--- config.mk ---
export PLATFORM = sky130hd
export DESIGN_NAME = pfs_status
export DESIGN_NICKNAME = d
export VERILOG_FILES = /design/src/hw/pfs_pkg.sv /design/src/hw/pfs_latch.sv /design/src/hw/pfs_status.sv
export SDC_FILE = /design/constraint.sdc
export NUM_CORES = 1
export LEC_CHECK = 0
export BUFFER_PORTS_ARGS = -buffer_cell sky130_fd_sc_hd__buf_2
export CORE_ASPECT_RATIO = 0.7
export CORE_MARGIN = 1
export CORE_UTILIZATION = 27
export CTS_CLUSTER_SIZE = 24
export DETAILED_ROUTE_END_ITERATION = 8
export GPL_TIMING_DRIVEN = 0
export SLEW_MARGIN = 20
export SYNTH_ARGS = -nofsm -noshare
export SYNTH_HDL_FRONTEND = slang
export SYNTH_SLANG_ARGS = --single-unit
--- constraint.sdc ---
create_clock -name i_mclk -period 1.05 [get_ports i_mclk]
set_clock_uncertainty 0.05 [all_clocks]
set_input_delay 0.21 -clock i_mclk [delete_from_list [all_inputs] [get_ports i_mclk]]
set_output_delay 0.21 -clock i_mclk [all_outputs]
set_load 0.02 [all_outputs]
--- src/hw/pfs_pkg.sv ---
// package: register map, bit positions and event carriers of the fault status bank
//
// Notes on behaviour
// (RULE1) vout byte: bit7 ov fault, bit4 uv fault
// (RULE2) vout warnings bits 6/5, blocked by faults
// (RULE3) vout bit3 on out-of-range setpoint write
// (RULE4) iout byte: bit7 oc fault, bit4 uc fault
// (RULE5) iout bit5 oc warning, blocked by fault
// (RULE6) input byte: bit7 ov fault, bit4 uv fault
// (RULE7) input warnings bits 6/5, blocked by faults
// (RULE8) temperature byte: bit7 ot, bit4 ut fault
// (RULE9) temperature warnings bits 6/5, blocked by faults
// (RULE10) cml bit7 on invalid command code
// (RULE11) cml bit6 on invalid data values
// (RULE12) cml bit5 on packet error check failure
// (RULE13) cml bit1 on protected write or bad length
// (RULE14) cml bits clear only by clear or re-enable
// (RULE15) five read-only bytes, reset to zero
// (RULE16) host must not expect warning with fault
// (RULE17) unused bits always read zero
// (RULE18) summary bits 15/14/13 from vout/iout/input bytes
// (RULE19) summary bit1 whenever cml byte nonzero
package pfs_pkg;

	// ********************************************************
	// register offsets (command codes)
	// ********************************************************
	localparam logic [7:0] PFS_OFS_VOUT  = 8'h7A;
	localparam logic [7:0] PFS_OFS_IOUT  = 8'h7B;
	localparam logic [7:0] PFS_OFS_INPUT = 8'h7C;
	localparam logic [7:0] PFS_OFS_TEMP  = 8'h7D;
	localparam logic [7:0] PFS_OFS_CML   = 8'h7E;
	localparam logic [7:0] PFS_RST_VAL   = 8'h00;

	// ********************************************************
	// bit positions and writable-bit masks
	// ********************************************************
	localparam int PFS_B_OVF = 7;
	localparam int PFS_B_OVW = 6;
	localparam int PFS_B_UVW = 5;
	localparam int PFS_B_UVF = 4;
	localparam int PFS_B_MAX = 3;
	localparam int PFS_B_OCW = 5;
	localparam int PFS_B_CMD = 7;
	localparam int PFS_B_DAT = 6;
	localparam int PFS_B_PEC = 5;
	localparam int PFS_B_ACC = 1;
	localparam logic [7:0] PFS_MSK_VOUT = 8'hF8;
	localparam logic [7:0] PFS_MSK_IOUT = 8'hB0;
	localparam logic [7:0] PFS_MSK_4B   = 8'hF0;
	localparam logic [7:0] PFS_MSK_CML  = 8'hE2;
	// summary word bit positions
	localparam int PFS_S_VOUT = 15;
	localparam int PFS_S_IOUT = 14;
	localparam int PFS_S_INP  = 13;
	localparam int PFS_S_CML  = 1;

	// ********************************************************
	// carriers
	// ********************************************************
	// one protection channel: fault levels and warning levels
	typedef struct packed {
		logic ov_fault;
		logic ov_warn;
		logic uv_warn;
		logic uv_fault;
	} pfs_chan_t;

	// communication events, one-cycle pulses
	typedef struct packed {
		logic bad_cmd;
		logic bad_data;
		logic pec_fail;
		logic bad_access;
	} pfs_cml_ev_t;

	// the five status bytes
	typedef struct packed {
		logic [7:0] vout;
		logic [7:0] iout;
		logic [7:0] inp;
		logic [7:0] temp;
		logic [7:0] cml;
	} pfs_regs_t;

endpackage

--- src/hw/pfs_latch.sv ---
// one sticky status byte: masked set inputs, set wins over clear
module pfs_latch
	import pfs_pkg::*;
(
	// clock and reset
	input  wire logic       i_mclk,
	input  wire logic       i_rstn,
	// control
	input  wire logic [7:0] i_set,
	input  wire logic [7:0] i_mask,
	input  wire logic       i_clear,
	// state
	output logic      [7:0] o_val
);

	typedef struct packed {
		logic [7:0] val_ff;
	} pfs_lat_st_t;

	pfs_lat_st_t st_ff;   // registered state
	pfs_lat_st_t nxt_st;  // next state

	// set wins over clear so a coincident event is kept
	always_comb begin
		nxt_st = st_ff;
		if (i_clear) begin
			nxt_st.val_ff = PFS_RST_VAL;
		end
		nxt_st.val_ff = (nxt_st.val_ff | i_set) & i_mask; // RULE17
	end

	// state register
	always_ff @(posedge i_mclk or negedge i_rstn) begin
		if (!i_rstn) begin
			st_ff.val_ff <= PFS_RST_VAL; // RULE15
		end else begin
			st_ff <= nxt_st;
		end
	end

	assign o_val = st_ff.val_ff;

	a_unused_zero: assert property (@(posedge i_mclk) disable iff (!i_rstn)
		(o_val & ~i_mask) == 8'h00) else $error("unused status bit set"); // RULE17

endmodule

--- src/hw/pfs_status.sv ---
// fault status bank: five sticky status bytes and the summary word
module pfs_status
	import pfs_pkg::*;
(
	// clock and reset
	input  wire logic        i_mclk,
	input  wire logic        i_rstn,
	// protection channels (levels)
	input  pfs_chan_t        i_vout,
	input  pfs_chan_t        i_iout,
	input  pfs_chan_t        i_vin,
	input  pfs_chan_t        i_temp,
	// setpoint write events (pulses)
	input  wire logic        i_vset_wr,
	input  wire logic        i_vset_range_bad,
	// command interface events (pulses) and enable level
	input  pfs_cml_ev_t      i_cml_ev,
	input  wire logic        i_clear_faults,
	input  wire logic        i_enable,
	// read port
	input  wire logic [7:0]  i_rd_cmd,
	output logic      [7:0]  o_rd_data,
	output logic             o_rd_hit,
	// summary
	output logic      [15:0] o_summary
);

	// ********************************************************
	// state
	// ********************************************************
	typedef struct packed {
		logic       en_ff;    // last enable level
		logic [7:0] rd_ff;    // read data register
		logic       hit_ff;   // read command decoded
	} pfs_st_t;

	pfs_st_t    st_ff;        // registered state
	pfs_st_t    nxt_st;       // next state
	pfs_regs_t  regs;         // current byte values
	logic [7:0] set_vout;     // set vectors per byte
	logic [7:0] set_iout;
	logic [7:0] set_inp;
	logic [7:0] set_temp;
	logic [7:0] set_cml;
	logic       clr_all;      // clear-faults command
	logic       clr_cml;      // clear or re-enable

	// fault bits plus warnings gated by their own faults
	function automatic logic [7:0] chan_set(input pfs_chan_t c);
		logic [7:0] s;
		s = 8'h00;
		s[PFS_B_OVF] = c.ov_fault;
		s[PFS_B_UVF] = c.uv_fault;
		s[PFS_B_OVW] = c.ov_warn & ~c.ov_fault;
		s[PFS_B_UVW] = c.uv_warn & ~c.uv_fault;
		return s;
	endfunction

	// ********************************************************
	// set vectors
	// ********************************************************
	always_comb begin
		set_vout = chan_set(i_vout);                            // RULE1 RULE2
		set_vout[PFS_B_MAX] = i_vset_wr & i_vset_range_bad;     // RULE3
		set_iout = 8'h00;
		set_iout[PFS_B_OVF] = i_iout.ov_fault;                 // RULE4
		set_iout[PFS_B_UVF] = i_iout.uv_fault;                 // RULE4
		set_iout[PFS_B_OCW] = i_iout.ov_warn & ~i_iout.ov_fault; // RULE5
		set_inp  = chan_set(i_vin);                             // RULE6 RULE7
		set_temp = chan_set(i_temp);                            // RULE8 RULE9
		set_cml  = 8'h00;
		set_cml[PFS_B_CMD] = i_cml_ev.bad_cmd;                  // RULE10
		set_cml[PFS_B_DAT] = i_cml_ev.bad_data;                 // RULE11
		set_cml[PFS_B_PEC] = i_cml_ev.pec_fail;                 // RULE12
		set_cml[PFS_B_ACC] = i_cml_ev.bad_access;               // RULE13
	end

	// clear-faults clears all; re-enable edge clears communication byte
	assign clr_all = i_clear_faults;
	assign clr_cml = i_clear_faults | (i_enable & ~st_ff.en_ff); // RULE14

	// ********************************************************
	// status bytes
	// ********************************************************
	pfs_latch u_vout (
		.i_mclk  (i_mclk),
		.i_rstn  (i_rstn),
		.i_set   (set_vout),
		.i_mask  (PFS_MSK_VOUT),
		.i_clear (clr_all),
		.o_val   (regs.vout)
	);
	pfs_latch u_iout (
		.i_mclk  (i_mclk),
		.i_rstn  (i_rstn),
		.i_set   (set_iout),
		.i_mask  (PFS_MSK_IOUT),
		.i_clear (clr_all),
		.o_val   (regs.iout)
	);
	pfs_latch u_inp (
		.i_mclk  (i_mclk),
		.i_rstn  (i_rstn),
		.i_set   (set_inp),
		.i_mask  (PFS_MSK_4B),
		.i_clear (clr_all),
		.o_val   (regs.inp)
	);
	pfs_latch u_temp (
		.i_mclk  (i_mclk),
		.i_rstn  (i_rstn),
		.i_set   (set_temp),
		.i_mask  (PFS_MSK_4B),
		.i_clear (clr_all),
		.o_val   (regs.temp)
	);
	pfs_latch u_cml (
		.i_mclk  (i_mclk),
		.i_rstn  (i_rstn),
		.i_set   (set_cml),
		.i_mask  (PFS_MSK_CML),
		.i_clear (clr_cml),
		.o_val   (regs.cml)
	);

	// ********************************************************
	// read decode and enable tracking
	// ********************************************************
	// read data is registered; no write path exists, the bytes are read-only
	always_comb begin
		nxt_st = st_ff;
		nxt_st.en_ff = i_enable;
		nxt_st.hit_ff = 1'b1;
		unique case (i_rd_cmd)
			PFS_OFS_VOUT:  nxt_st.rd_ff = regs.vout;
			PFS_OFS_IOUT:  nxt_st.rd_ff = regs.iout;
			PFS_OFS_INPUT: nxt_st.rd_ff = regs.inp;
			PFS_OFS_TEMP:  nxt_st.rd_ff = regs.temp;
			PFS_OFS_CML:   nxt_st.rd_ff = regs.cml;
			default: begin
				nxt_st.rd_ff = 8'h00;
				nxt_st.hit_ff = 1'b0;
			end
		endcase
	end

	// state register
	always_ff @(posedge i_mclk or negedge i_rstn) begin
		if (!i_rstn) begin
			st_ff <= '0;
		end else begin
			st_ff <= nxt_st;
		end
	end

	assign o_rd_data = st_ff.rd_ff;
	assign o_rd_hit  = st_ff.hit_ff;

	// summary word; other bits belong to logic outside this bank
	always_comb begin
		o_summary = 16'h0000;
		o_summary[PFS_S_VOUT] = |regs.vout; // RULE18
		o_summary[PFS_S_IOUT] = |regs.iout; // RULE18
		o_summary[PFS_S_INP]  = |regs.inp;  // RULE18
		o_summary[PFS_S_CML]  = |regs.cml;  // RULE19
	end

	// ********************************************************
	// assertions
	// ********************************************************
	a_vout_ov_fault: assert property (@(posedge i_mclk) disable iff (!i_rstn) // RULE1
		i_vout.ov_fault && !i_clear_faults |=> regs.vout[PFS_B_OVF])
		else $error("vout overvoltage fault not latched");
	a_vout_warn_gate: assert property (@(posedge i_mclk) disable iff (!i_rstn) // RULE2
		i_clear_faults && i_vout.ov_fault |=> !regs.vout[PFS_B_OVW])
		else $error("vout warning set during fault");
	a_vout_max_set: assert property (@(posedge i_mclk) disable iff (!i_rstn) // RULE3
		i_vset_wr && i_vset_range_bad |=> regs.vout[PFS_B_MAX])
		else $error("setpoint range flag not set");
	a_iout_uc_fault: assert property (@(posedge i_mclk) disable iff (!i_rstn) // RULE4
		i_iout.uv_fault |=> regs.iout[PFS_B_UVF])
		else $error("undercurrent fault not latched");
	a_iout_warn_gate: assert property (@(posedge i_mclk) disable iff (!i_rstn) // RULE5
		i_clear_faults && i_iout.ov_fault |=> !regs.iout[PFS_B_OCW])
		else $error("oc warning set during fault");
	a_vin_fault: assert property (@(posedge i_mclk) disable iff (!i_rstn) // RULE6
		i_vin.uv_fault |=> regs.inp[PFS_B_UVF])
		else $error("input uv fault not latched");
	a_vin_warn: assert property (@(posedge i_mclk) disable iff (!i_rstn) // RULE7
		i_vin.ov_warn && !i_vin.ov_fault |=> regs.inp[PFS_B_OVW])
		else $error("input ov warning not latched");
	a_temp_fault: assert property (@(posedge i_mclk) disable iff (!i_rstn) // RULE8
		i_temp.ov_fault |=> regs.temp[PFS_B_OVF])
		else $error("over-temperature fault not latched");
	a_temp_warn_gate: assert property (@(posedge i_mclk) disable iff (!i_rstn) // RULE9
		i_clear_faults && i_temp.uv_fault |=> !regs.temp[PFS_B_UVW])
		else $error("temperature warning set during fault");
	a_cml_cmd_set: assert property (@(posedge i_mclk) disable iff (!i_rstn) // RULE10
		i_cml_ev.bad_cmd |=> regs.cml[PFS_B_CMD])
		else $error("bad command not recorded");
	a_cml_data_set: assert property (@(posedge i_mclk) disable iff (!i_rstn) // RULE11
		i_cml_ev.bad_data |=> regs.cml[PFS_B_DAT])
		else $error("bad data not recorded");
	a_cml_pec_set: assert property (@(posedge i_mclk) disable iff (!i_rstn) // RULE12
		i_cml_ev.pec_fail |=> regs.cml[PFS_B_PEC])
		else $error("pec failure not recorded");
	a_cml_acc_set: assert property (@(posedge i_mclk) disable iff (!i_rstn) // RULE13
		i_cml_ev.bad_access |=> regs.cml[PFS_B_ACC])
		else $error("access error not recorded");
	// without a clear or re-enable no set bit of the byte may drop
	a_cml_sticky: assert property (@(posedge i_mclk) disable iff (!i_rstn) // RULE14
		!clr_cml |=> (regs.cml & $past(regs.cml)) == $past(regs.cml))
		else $error("cml bit lost without clear");
	a_read_byte: assert property (@(posedge i_mclk) disable iff (!i_rstn) // RULE15
		i_rd_cmd == PFS_OFS_CML |=> o_rd_hit && o_rd_data == $past(regs.cml))
		else $error("cml read data mismatch");
	a_summary_bits: assert property (@(posedge i_mclk) disable iff (!i_rstn) // RULE18
		o_summary[PFS_S_VOUT] == (regs.vout != 8'h00))
		else $error("summary vout bit wrong");
	a_summary_cml: assert property (@(posedge i_mclk) disable iff (!i_rstn) // RULE19
		i_cml_ev.pec_fail |=> o_summary[PFS_S_CML])
		else $error("summary cml bit missing");

	// ********************************************************
	// remaining set paths, warning gates, clears and reads
	// ********************************************************
	// output voltage byte: the other fault, a warning, and the second gate
	a_vout_uv_fault: assert property (@(posedge i_mclk) disable iff (!i_rstn) // RULE1
		i_vout.uv_fault |=> regs.vout[PFS_B_UVF])
		else $error("vout undervoltage fault not latched");
	a_vout_ovw_set: assert property (@(posedge i_mclk) disable iff (!i_rstn) // RULE2
		i_vout.ov_warn && !i_vout.ov_fault |=> regs.vout[PFS_B_OVW])
		else $error("vout overvoltage warning not latched");
	a_vout_uvw_gate: assert property (@(posedge i_mclk) disable iff (!i_rstn) // RULE2
		i_clear_faults && i_vout.uv_fault |=> !regs.vout[PFS_B_UVW])
		else $error("vout uv warning set during fault");
	// the range flag is a one-shot event, so it must survive until a clear
	a_vout_max_hold: assert property (@(posedge i_mclk) disable iff (!i_rstn) // RULE3
		!i_clear_faults && regs.vout[PFS_B_MAX] |=> regs.vout[PFS_B_MAX])
		else $error("setpoint range flag lost");

	// output current byte
	a_iout_oc_set: assert property (@(posedge i_mclk) disable iff (!i_rstn) // RULE4
		i_iout.ov_fault |=> regs.iout[PFS_B_OVF])
		else $error("overcurrent fault not latched");
	a_iout_warn_set: assert property (@(posedge i_mclk) disable iff (!i_rstn) // RULE5
		i_iout.ov_warn && !i_iout.ov_fault |=> regs.iout[PFS_B_OCW])
		else $error("oc warning not latched");

	// input voltage byte
	a_vin_ov_fault: assert property (@(posedge i_mclk) disable iff (!i_rstn) // RULE6
		i_vin.ov_fault |=> regs.inp[PFS_B_OVF])
		else $error("input ov fault not latched");
	a_vin_ovw_gate: assert property (@(posedge i_mclk) disable iff (!i_rstn) // RULE7
		i_clear_faults && i_vin.ov_fault |=> !regs.inp[PFS_B_OVW])
		else $error("input ov warning set during fault");
	a_vin_uvw_gate: assert property (@(posedge i_mclk) disable iff (!i_rstn) // RULE7
		i_clear_faults && i_vin.uv_fault |=> !regs.inp[PFS_B_UVW])
		else $error("input uv warning set during fault");

	// temperature byte
	a_temp_ut_fault: assert property (@(posedge i_mclk) disable iff (!i_rstn) // RULE8
		i_temp.uv_fault |=> regs.temp[PFS_B_UVF])
		else $error("under-temperature fault not latched");
	a_temp_otw_set: assert property (@(posedge i_mclk) disable iff (!i_rstn) // RULE9
		i_temp.ov_warn && !i_temp.ov_fault |=> regs.temp[PFS_B_OVW])
		else $error("over-temperature warning not latched");
	a_temp_otw_gate: assert property (@(posedge i_mclk) disable iff (!i_rstn) // RULE9
		i_clear_faults && i_temp.ov_fault |=> !regs.temp[PFS_B_OVW])
		else $error("over-temperature warning set during fault");

	// communication byte: both ways of emptying it, when no event competes
	a_cml_clear: assert property (@(posedge i_mclk) disable iff (!i_rstn) // RULE14
		i_clear_faults && i_cml_ev == '0 |=> regs.cml == 8'h00)
		else $error("cml byte not emptied by clear");
	a_cml_reenable: assert property (@(posedge i_mclk) disable iff (!i_rstn) // RULE14
		i_enable && !st_ff.en_ff && i_cml_ev == '0 |=> regs.cml == 8'h00)
		else $error("cml byte not emptied by re-enable");

	// reads: every mapped code returns its byte as of the sampling edge
	a_read_vout: assert property (@(posedge i_mclk) disable iff (!i_rstn) // RULE15
		i_rd_cmd == PFS_OFS_VOUT |=> o_rd_hit && o_rd_data == $past(regs.vout))
		else $error("vout read data mismatch");
	a_read_iout: assert property (@(posedge i_mclk) disable iff (!i_rstn) // RULE15
		i_rd_cmd == PFS_OFS_IOUT |=> o_rd_hit && o_rd_data == $past(regs.iout))
		else $error("iout read data mismatch");
	a_read_input: assert property (@(posedge i_mclk) disable iff (!i_rstn) // RULE15
		i_rd_cmd == PFS_OFS_INPUT |=> o_rd_hit && o_rd_data == $past(regs.inp))
		else $error("input read data mismatch");
	a_read_temp: assert property (@(posedge i_mclk) disable iff (!i_rstn) // RULE15
		i_rd_cmd == PFS_OFS_TEMP |=> o_rd_hit && o_rd_data == $past(regs.temp))
		else $error("temperature read data mismatch");
	// unmapped codes must neither hit nor leak a stale byte
	a_read_miss: assert property (@(posedge i_mclk) disable iff (!i_rstn) // RULE15
		i_rd_cmd < PFS_OFS_VOUT || i_rd_cmd > PFS_OFS_CML |=> !o_rd_hit && o_rd_data == 8'h00)
		else $error("unmapped code answered");

	// summary word: the remaining owned bits, and silence on bits owned elsewhere
	a_summary_iout: assert property (@(posedge i_mclk) disable iff (!i_rstn) // RULE18
		o_summary[PFS_S_IOUT] == (regs.iout != 8'h00))
		else $error("summary iout bit wrong");
	a_summary_inp: assert property (@(posedge i_mclk) disable iff (!i_rstn) // RULE18
		o_summary[PFS_S_INP] == (regs.inp != 8'h00))
		else $error("summary input bit wrong");
	a_summary_rest: assert property (@(posedge i_mclk) disable iff (!i_rstn) // RULE18
		(o_summary & 16'h1FFD) == 16'h0000)
		else $error("summary foreign bit set");

endmodule

---- Word level (Yosys, flattened, before mapping) ----
Cells that the tools add are included.
word-level totals
  logic and storage cells ................. 48
  register bits after elaboration ......... 30
  output and inout bits ................... 25
  bits of input ports ..................... 34
operators by class
  reductions and logical operators ........ 5
  bitwise logic cells ..................... 23
  eq/ne operators ......................... 5
  multiplexer cells ....................... 7
operator list
  kind                                                              count
  8-bit by 7-bit == test with 1-bit output (second input constant)  5
  8-bit 2-to-1 mux                                                  5
  8-bit OR                                                          5
  8-bit case mux with 5 select lines                                1
  5-bit OR reduction                                                2
  1-bit AND                                                         9
  1-bit inverter                                                    8
  4-bit OR reduction                                                2
  3-bit OR reduction                                                1
  1-bit 2-to-1 mux                                                  1
  1-bit OR                                                          1

---- Logic depth before layout (Yosys ltp) ----
Gate-level depths: netlist of run 1.
  depth after elaboration ................. 5
  gate-level depth with buffers ........... 4
  mapped depth without buffers ............ 3

---- By module ----
Synthesis of run 1 repeated with hierarchy kept, for this count alone.
unflattened totals
  cells, all modules ...................... 219
  area, all modules ....................... 2442.3 um2
by module, submodules not included
  module      area each (um2)  times used  sequential area each (um2)  cells an instance
  pfs_latch   310.3            5           200.2                       24
  pfs_status  890.9            1           250.2                       99

---- Worst setup path before layout of run 1 ----
Ideal clock, no wire load.
  path kind ............................... register to output
  start point ............................. register u_cml.st_ff, in the netlist u_cml.o_val[1]
  end point ............................... output o_summary[1]
  data required time ...................... 0.790 ns
  buffers on the path ..................... 0
  stages on the path, launching flop included .. 2
  setup slack ............................. -0.207 ns
  arrival time ............................ 0.997 ns
  cells stage by stage .................... dfrtp_1 > or4_1
on the way
  cells in the longest elaborated chain, start to end .. 1
RTL lines
  item                    RTL line           RTL
  from (decl)             pfs_latch.sv:20    pfs_lat_st_t st_ff;
  from (signal assigned)  pfs_latch.sv:37    st_ff <= nxt_st;
  4-bit OR reduction      pfs_status.sv:165  o_summary[PFS_S_CML] = |regs.cml;
  to (decl)               pfs_status.sv:25   output logic [15:0] o_summary
No other way between the ends.

---- Final worst setup path of run 1 ----
  start point ............................. register u_inp.st_ff, in the netlist u_inp.o_val[5]
  end point ............................... output o_summary[13]
on the way
  cells in the longest elaborated chain, start to end .. 1
RTL lines
  item                    RTL line           RTL
  from (decl)             pfs_latch.sv:20
  from (signal assigned)  pfs_latch.sv:37
  4-bit OR reduction      pfs_status.sv:164  o_summary[PFS_S_INP] = |regs.inp;
No other way between the ends.

==> results of run 1 <==
power breakdown:
group	switching, W	total, W	internal (W)	leakage [nW]
clock	0.000315	0.000651	0.000335	0.0288
sequential	0.0000411	0.00118	0.00114	0.337
combinational	0.000210	0.000451	0.000242	0.634
metal layers:
layer  up-vias  track usage, %
met3         0            3.62
met5         -               0
met1       461            15.2
li1        506               -
met2        37            15.3
met4         0            1.43
registers in the layout (all words and copies together), names as in the netlist:
signal and cells:
u_iout.o_val 3, u_inp.o_val 4, u_temp.o_val 4, o_rd_data 6, st_ff 1, u_vout.o_val 5, u_cml.o_val 4, o_rd_hit 1
cell usage after synthesis, drive strengths merged:
library cell  count
and2b             1
dfrtp            28
a21o             12
nand2             3
a21oi             3
inv              10
o21ai             2
mux2              7
or3               1
nand3             1
nor3              1
nand4             1
nor2b             2
nand4b            2
conb              1
mux2i             1
nor2              3
a2bb2oi           1
a22o              7
clkbuf            1
buf              22
nand2b            1
nor4              2
or4               2
a22oi             3
placed cells by master, fill, tap and decap left out:
master and count:
a21o_1 12, a21oi_1 1, a21oi_2 2, a22o_1 7, a22oi_2 3, a2bb2oi_2 1
and2b_1 1, buf_2 32, buf_4 20, buf_6 15, clkbuf_2 1, clkbuf_4 1
clkbuf_8 4, conb_1 14, dfrtp_1 28, dlygate4sd3_1 1, inv_1 10, mux2_2 3
mux2_4 4, mux2i_1 1, nand2_1 3, nand2b_1 1, nand3_1 1, nand4_2 1
nand4b_1 2, nor2_1 3, nor2b_1 2, nor3_1 1, nor4_1 2, o21ai_0 2
or3_4 1, or4_4 2
critical path, delay by kind of cell, from the launching register on:
kind	cells	cell delay, ns
and+or+nand+nor	1	0.52
DFF	1	0.41
buffers and inverters	1	0.15
kinds of logic (layout without fill, tap and decap cells):
kind of cell,count (synthesis),in the layout,synth area share (%)
DFF,28,28,52.1
AOI/OAI and AO/OA,28,28,15.8
and+or+nand+nor,20,20,9.12
buffers and inverters,33,84,15.5
other,1,14,0.279
muxes,8,8,7.16
worst paths after layout:
check	start	endpoint	slack, ns	cells past startpoint
max	u_inp.o_val[5]	o_summary[13]	-0.56	2
min	i_enable	st_ff[9]	0.02	1
max reg2reg	u_inp.o_val[5]	o_rd_data[5]	-0.28	5
min reg2reg	u_temp.o_val[7]	u_temp.o_val[7]	0.44	1
max in group asynchronous	i_rstn	st_ff[9]	0.31	2
min in group asynchronous	i_rstn	u_temp.o_val[6]	0.37	2
cell type report:
cell class / instances / area, sq um
Buffer: 17 / 126
Clock buffer: 4 / 55.1
Fill cell: 479 / 2870
Inverter: 10 / 37.5
Multi-Input combinational cell: 70 / 528
Sequential cell: 28 / 701
Tap cell: 69 / 86.3
Timing Repair Buffer: 53 / 375
repair_timing:
action / 4_1_cts / 5_1_grt
endpoints found under the setup margin: 14 / 43
hold buffers: 1 / 0
hold endpoints to repair: 28 / 0
gates resized for setup: 27 / 5
pin swaps: 8 / 3
buffers inserted: 8 / 4
through the flow:
step / TNS (ns) / utilization (%)
floorplan: -0.304 / -
global placement: -1.51 / 35.6
detailed placement: -1.80 / 35.6
CTS: -2.46 / 39.2
global route: -2.95 / 39.9
finish: -2.43 / 39.9
==> results.md, run 1 <==
* Area contributors post-synth: dfrtp_1 52%, buf_4 11%, a21o_1 6.7%
* CP Capture Type: primary output
* Placement Cell Area at 1700 sq um
* Final hold slack at between 0.02 and 0.025 ns
* PwrDens at 1200 nW/um^2
* Sink Count at 28
* Final Wtd Congestion at 0.730
* Clock-pin slew on the worst setup and hold paths at 0.09 ns
* Tot Pwr at ~0.0023 W
* DR pass1 iterations at 3
* Ant diodes at 0
* Pin count of the biggest net entering global routing at 29
* Final setup viols at 9
* Io pins at 59
* Max FO, Critical Path at 2
* WP data arrival at 1.35 ns
* Final HPWL DP at 2100 microns
* Non-filler instance count after layout at 251
* Number of global-route vias before repair at 899
* Initial antenna violation count at 0
* Seq cells post-synth at 28
* Worst path max stage delay at 0.52 ns
* # DRC at 0
* Die Wd at 86.4 microns
* Area share of the largest cell type after synthesis at 52.1%
* Max rail drop VDD at 0.000516 V
* Crit path time final at between 1.5 and 2 ns
* Core Rows at 21
* ANT nets after route at 0
* WP data required at roughly 0.8 ns
* Worst Hold Class: input pin to register
* Static Leak at 0.999 nW
* Area leader, netlist: dfrtp_1
* Num CTS Buffers at 3
* Worst path cell trace: or4_4, buf_6
* H-tree Lvls at 1
* Die area at 5270 sq um
* Placement Setup Slack at -0.291 ns
* F_max at just over 600 MHz
* Die height at around 61 microns
* Sequential area share after synthesis at 52.1%
* Total number of vias at 1004
* Via/cell ratio at 4.00
* Failing checks: setup timing
* Met2 wire length at approximately 1200 microns
* Startpoint Class: register
* Synthesis Warnings at 0
* Post-Synthesis Cells at approximately 120
* Hold Violations, Final at 0
* Root buf cell: clkbuf_8
* Netlist cell types at 29
* Final Instance Area at 1910 sq um
* GRT Util Overall at between 10% and 20%
* WL met1 at 1440 microns
* PortBufs at 42
* Fin. max-slew vios at 0
* Max-Cap Viols at 0
* Outcome: finished, violations left
* Iter 0 DRT Violations at 38
* Initial Utilization at ~28%
* Grt ovf at 0
* Fin crit share at 153%
* Final #Nets at ~220
* Routed len/inst at approximately 11 microns
* CTS tree: done
* Avg Cell Area, Syn at ~11 sq um
* Area grow syn2layout at 42.0%
* First-pass GRT wire length at 4130 microns
* Crit Path Category: register to primary output
* Setup WS post-layout at -0.560 ns
* Slowest cell on crit path: or4_4
* Wire length on met3 at 188 microns
* Routed WL at 2830 microns
* Clock Tree Buf Depth at 2
* Placed Cells incl. Taps at 242
* Core area at 4780 sq um
* Clk Latency, worst-skew pair at 0.27 ns
* Share of cells above drive strength 1 at 49.5%
* RSZ-0062 raised after global routing: yes
* Mapped Area at 1350 sq um
* Top Layer Used: met3
(Power assumes the default switching activity.)
==> run 2: changes to the inputs <==
Settings changed: CAP_MARGIN set to 25.
Clock period 1.05 ns to 1.7 ns, I/O delays scaled along.
==> run 2 against run 1 <==
The flow still finishes with violations (setup timing). Worst hold slack lost 0.010 ns. Worst setup slack gained 0.53 ns. Register-to-register slack gained 0.61 ns. Clock power shrank 20%. Wire length shrank 3.6%. Power shrank 35%. Sequential power shrank 38%. Largest cell class unchanged. Highest routed layer unchanged.
==> results.md, run 2 (same netlist as run 1, synthesis figures left out) <==
* Worst path max stage delay at 0.53 ns (was 0.52 ns)
* CP Capture Type: primary output (unchanged)
* Crit path time final at 1.73 ns
* Outcome: finished, violations left (unchanged)
* Pin count of the biggest net entering global routing at 29 (unchanged)
* Num CTS Buffers at 3 (unchanged)
* Utilization after layout at 38.4% (was 39.9%)
* Placement Setup Slack at 0.245 ns (was -0.291 ns)
* Area grow syn2layout at 36.4% (was 42.0%)
* Core Rows at 21 (unchanged)
* Static Leak at 0.994 nW (was 0.999 nW)
* Initial antenna violation count at 0 (unchanged)
* Io pins at 59 (unchanged)
* Slowest cell on crit path: or4_4 (unchanged)
* Routed WL at 2720 microns (was 2830 microns)
* Busiest grt layer: met2 (unchanged)
* Fin crit share at 102%
* Max FFs per register at 6 (unchanged)
* F_max at 577 MHz
* Worst-Margin Slew at between 0.6 and 0.7 ns
* Startpoint Class: register (unchanged)
* Hold Violations, Final at 0 (unchanged)
* Final HPWL DP at 2090 microns (was 2100 microns)
* Fin. max-slew vios at 0 (unchanged)
* Crit Path Category: register to primary output (unchanged)
* Sink Count at 28 (unchanged)
* Number of global-route vias before repair at 943 (was 899)
* Post-CTS Hold Buffers at 0 (was 1)
* Die Wd at 86.4 microns (unchanged)
* Slew HR at about three fifths
* Final setup viols at 2 (was 9)
* Max rail drop VDD at 0.000313 V (was 0.000516 V)
* Worst path cell trace: or4_4, buf_6 (unchanged)
* Initial Utilization at 28.1% (unchanged)
* Non-filler instance count after layout at 253 (was 251)
* WP data required at 1.31 ns (was 0.79 ns)
* Final #Nets at 219 (was 217)
* Clock Tree Buf Depth at 2 (unchanged)
* Max-Cap Viols at 0 (unchanged)
* WP data arrival at 1.34 ns (was 1.35 ns)
* ANT nets after route at 0 (unchanged)
* Ant diodes at 0 (unchanged)
* Root buf cell: clkbuf_8 (unchanged)
* Failing checks: setup timing (unchanged)
* Setup WS post-layout at -0.0336 ns (was -0.560 ns)
* Via/cell ratio at 3.92 (was 4.00)
* Core area at 4780 sq um (unchanged)
* CTS tree: done (unchanged)
* # DRC at 0 (unchanged)
* First-pass GRT wire length at 4300 microns (was 4130 microns)
* Tot Pwr at 0.00150 W (was 0.00228 W)
* M3 GR Usage at 3.89% (was 3.62%)
* Final Wtd Congestion at 0.703 (was 0.730)
* GRT Util Overall at 10.8% (was 10.4%)
* Commonest non-fill, non-tap cell in the layout: buf_2 (unchanged)
* Max FO, Critical Path at 2 (unchanged)
* Placed Cells incl. Taps at 242 (unchanged)
* RSZ-0062 raised after global routing: yes (unchanged)
* Met2 Use GR at 16.6% (was 15.3%)
* DR pass1 iterations at 4 (was 3)
* Grt ovf at 0 (unchanged)
* Met1 Use GR at 15.3% (was 15.2%)
* Share of cells above drive strength 1 at 47.3% (was 49.5%)
* Worst Hold Class: input pin to async pin (was input pin to register)
* Clk Latency, worst-skew pair at 0.28 ns (was 0.27 ns)
* Die height at 61.1 microns (unchanged)
* PortBufs at 42 (unchanged)
* Most frequent cells in the layout: 41 x buf_2, 28 x dfrtp_1, 27 x buf_4, 14 x conb_1, 12 x a21o_1 (was 32 x buf_2, 28 x dfrtp_1, 20 x buf_4, 15 x buf_6, 14 x conb_1)
* Routed len/inst at 10.8 microns (was 11.3 microns)
* Clock-pin slew on the worst setup and hold paths at 0.10 ns (was 0.09 ns)
* Total number of vias at 992 (was 1004)
* Die area at 5270 sq um (unchanged)
* H-tree Lvls at 1 (unchanged)
* Iter 0 DRT Violations at 27 (was 38)
* PwrDens at 815 nW/um^2 (was 1200 nW/um^2)
* Fill cells at 495 (was 479)
[run 2: worst paths after layout]
check | startpoint | endpoint | slack [ns] | cells past startpoint
max | u_cml.o_val[5] | o_summary[1] | -0.03 | 2
max in group asynchronous | i_rstn | u_temp.o_val[7] | 1.18 | 1
min | i_rstn | u_iout.o_val[4] | 0.01 | 1
max reg2reg | u_inp.o_val[7] | o_rd_data[7] | 0.33 | 5
min reg2reg | u_temp.o_val[4] | u_temp.o_val[4] | 0.43 | 1
min in group i_mclk | i_enable | st_ff[9] | 0.13 | 1
[run 2: report_power, final]
part           switching (W)  internal (W)  leakage, nW  total [W]
Combinational       0.000117      0.000128        0.622   0.000245
Clock               0.000206      0.000315       0.0357   0.000521
Sequential         0.0000256      0.000704        0.337   0.000730
[run 2: routing by layer]
metal  wire, microns  vias to the layer above  share of wire, %
met3             213                        0               7.8
met4               0                        0                 0
met2            1180                       36                43
met5               0                        -                 0
li1                -                      508                 -
met1            1340                      448                49
[run 2: what timing repair did]
action | CTS | global route
setup buffers | 5 | 2
pin swaps | 2 | 1
gates resized for setup | 6 | 0
setup endpoints to repair | 2 | 2
[run 2: layout make-up]
type | instances | area [sq um] | share of cell area [%]
plain buffers | 23 | 171 | 9.35
clock buffers | 3 | 41.3 | 2.25
clock inverters | 1 | 30.0 | 1.64
inverters | 10 | 37.5 | 2.05
multi-input cells | 70 | 492 | 26.8
flip-flops and latches | 28 | 701 | 38.2
well taps | 69 | 86.3 | 4.71
repair buffers | 49 | 275 | 15.0
[run 2: worst max-delay path, delay by kind of cell, from the launching register on]
| family | cells | cell delay, ns |
|---|---|---|
| buf+inv | 1 | 0.15 |
| flops | 1 | 0.39 |
| simple gates | 1 | 0.53 |
[run 2: metrics by stage]
step,hold slack (ns),cell area [sq um],setup TNS [ns]
after CTS,0.0292,1820,-0.0718
after global placement,0.336,1690,0
after global routing,0.0528,1830,-0.139
final,0.0117,1830,-0.0460
after detailed placement,0.341,1690,0
after floorplan,-0.00559,1390,0
==> run 3: changes to the inputs <==
Settings changed: PLACE_DENSITY set to 0.62.
==> run 3 against run 2 <==
The run still ends with setup timing left. Sequential cell count stayed put. First-iteration DRC count is 63% higher. Combinational power barely moved. Final cell count decreased by 0.40%. Critical path depth did not move. Power down 7.3%. Critical path type unchanged.
==> results.md, run 3 (same netlist as run 1, synthesis figures left out) <==
* Outcome: finished, violations left (unchanged)
* Failing checks: setup timing (unchanged)
* Most frequent cells in the layout: 41 x buf_2, 28 x dfrtp_1, 26 x buf_4, 14 x conb_1, 12 x a21o_1 (was 41 x buf_2, 28 x dfrtp_1, 27 x buf_4, 14 x conb_1, 12 x a21o_1)
* F_max at 577 MHz (about the same)
* Utilization after layout at 37.9% (was 38.4%)
* Number of global-route vias before repair at 910 (was 943)
* Routed len/inst at 11.1 microns (was 10.8 microns)
* Met2 wire length at 1060 microns (was 1180 microns)
* Max-Cap Viols at 0 (unchanged)
* Post-CTS Hold Buffers at 0 (unchanged)
* Initial Utilization at 28.1% (unchanged)
* Clk Latency, worst-skew pair at 0.27 ns (was 0.28 ns)
* Startpoint Class: register (unchanged)
* Worst-Margin Slew at 0.621 ns (was 0.615 ns)
* Die Wd at 86.4 microns (unchanged)
* Final setup viols at 2 (unchanged)
* Clock-pin slew on the worst setup and hold paths at 0.09 ns (was 0.10 ns)
* H-tree Lvls at 1 (unchanged)
* Sink Count at 28 (unchanged)
* Final Wtd Congestion at 0.744 (was 0.703)
* Commonest non-fill, non-tap cell in the layout: buf_2 (unchanged)
* DR pass1 iterations at 4 (unchanged)
* Hold Violations, Final at 0 (unchanged)
* CTS tree: done (unchanged)
* Share of cells above drive strength 1 at 47.0% (was 47.3%)
* Setup WS post-layout at -0.0316 ns (was -0.0336 ns)
* Top Layer Used: met4 (was met3)
* Via/cell ratio at 3.95 (was 3.92)
* Num CTS Buffers at 3 (unchanged)
* Max FO, Critical Path at 2 (unchanged)
* Io pins at 59 (unchanged)
* Final Instance Area at 1810 sq um (was 1830 sq um)
* PwrDens at 766 nW/um^2 (was 815 nW/um^2)
* Routed WL at 2800 microns (was 2720 microns)
* Core Rows at 21 (unchanged)
* Total number of vias at 995 (was 992)
* First-pass GRT wire length at 4420 microns (was 4300 microns)
* Fin. max-slew vios at 0 (unchanged)
* Final #Nets at 218 (was 219)
* Iter 0 DRT Violations at 44 (was 27)
* Max rail drop VDD at 0.000327 V (was 0.000313 V)
* Root buf cell: clkbuf_8 (unchanged)
* GRT Util Overall at 11.5% (was 10.8%)
* PortBufs at 42 (unchanged)
* Grt ovf at 0 (unchanged)
* Static Leak at 0.983 nW (was 0.994 nW)
* Slew HR at 58.6% (was 59.0%)
* Max FFs per register at 6 (unchanged)
* Clock Tree Buf Depth at 2 (unchanged)
* Die height at 61.1 microns (unchanged)
* Crit Path Category: register to primary output (unchanged)
* Fin crit share at 102% (about the same)
* Ant diodes at 0 (unchanged)
* CP Capture Type: primary output (unchanged)
* Final HPWL DP at 2200 microns (was 2090 microns)
* # DRC at 0 (unchanged)
* Placement Cell Area at 1690 sq um (unchanged)
* ANT nets after route at 0 (unchanged)
* WL met1 at 1480 microns (was 1340 microns)
* Die area at 5270 sq um (unchanged)
* Initial antenna violation count at 0 (unchanged)
* Crit path from: u_cml.o_val[5] (unchanged)
* Pin count of the biggest net entering global routing at 29 (unchanged)
* RSZ-0062 raised after global routing: yes (unchanged)
* WP data required at 1.31 ns (about the same)
* Worst Hold Class: input pin to async pin (unchanged)
* Worst flop-to-flop path startpoint: u_inp.o_val[5] (was u_inp.o_val[7])
* WP data arrival at 1.34 ns (about the same)
* Area grow syn2layout at 34.6% (was 36.4%)
* Wire length on met3 at 234 microns (was 213 microns)
* Core area at 4780 sq um (unchanged)
* Crit path time final at 1.73 ns (about the same)
## run 3: changes by cell type in the layout (fill, tap and decap cells not counted), sizes merged
cell / change
buf: -1
bufinv: -1
clkbuf: +1
## run 3: area by class of cell
cell class / count / area, sq um
fill: 532 / 2970
sequential: 28 / 701
multi-input combinational: 70 / 492
timing repair buffer: 48 / 268
buffer: 23 / 171
tap: 69 / 86.3
clock buffer: 4 / 55.1
inverter: 10 / 37.5
## run 3: worst paths after layout
| kind | end | slack, ns | depth (start not counted) |
|---|---|---|---|
| hold / removal | u_inp.o_val[5] | 0.02 | 1 |
| max in group asynchronous | u_vout.o_val[3] | 1.18 | 1 |
| min in group i_mclk | st_ff[9] | 0.13 | 1 |
| hold reg to reg | u_temp.o_val[7] | 0.43 | 1 |
| setup reg to reg | o_rd_data[5] | 0.36 | 5 |
| setup / recovery | o_summary[1] | -0.03 | 2 |
## run 3: repair_timing
action,4_1_cts,5_1_grt
endpoints found under the hold margin,0,0
pin swaps,1,0
setup buffers,4,2
resized for setup,6,0
setup endpoints to repair,2,2
## run 3: report_power, final
group | switching, W | internal (W) | total [W]
sequential | 0.0000263 | 0.000704 | 0.000731
combinational | 0.000119 | 0.000127 | 0.000245
clock | 0.000203 | 0.000208 | 0.000410
total | 0.000348 | 0.00104 | 0.00139
## run 3: layer usage
layer / up-vias / GRT usage [%]
li1: 501 / -
met1: 449 / 16.7
met2: 40 / 15.5
met3: 5 / 4.56
met4: 0 / 3.57
met5: - / 0
## run 3: stage by stage
step | total power [W] | cells | hold WS, ns | setup TNS (ns) | setup WS [ns]
floorplan | 0.000886 | 131 | -0.00559 | 0 | 0.313
global placement | 0.000967 | 242 | 0.343 | 0 | 0.232
detailed placement | 0.000971 | 242 | 0.350 | 0 | 0.239
CTS | 0.00139 | 250 | 0.0437 | -0.0667 | -0.0375
global route | 0.00145 | 252 | 0.0624 | -0.130 | -0.0706
finish | 0.00139 | 252 | 0.0167 | -0.0529 | -0.0316
## run 3: critical path: stages, from the launching register on
cell and delay [ns]:
dfrtp_1 0.39, or4_4 0.53, buf_6 0.15
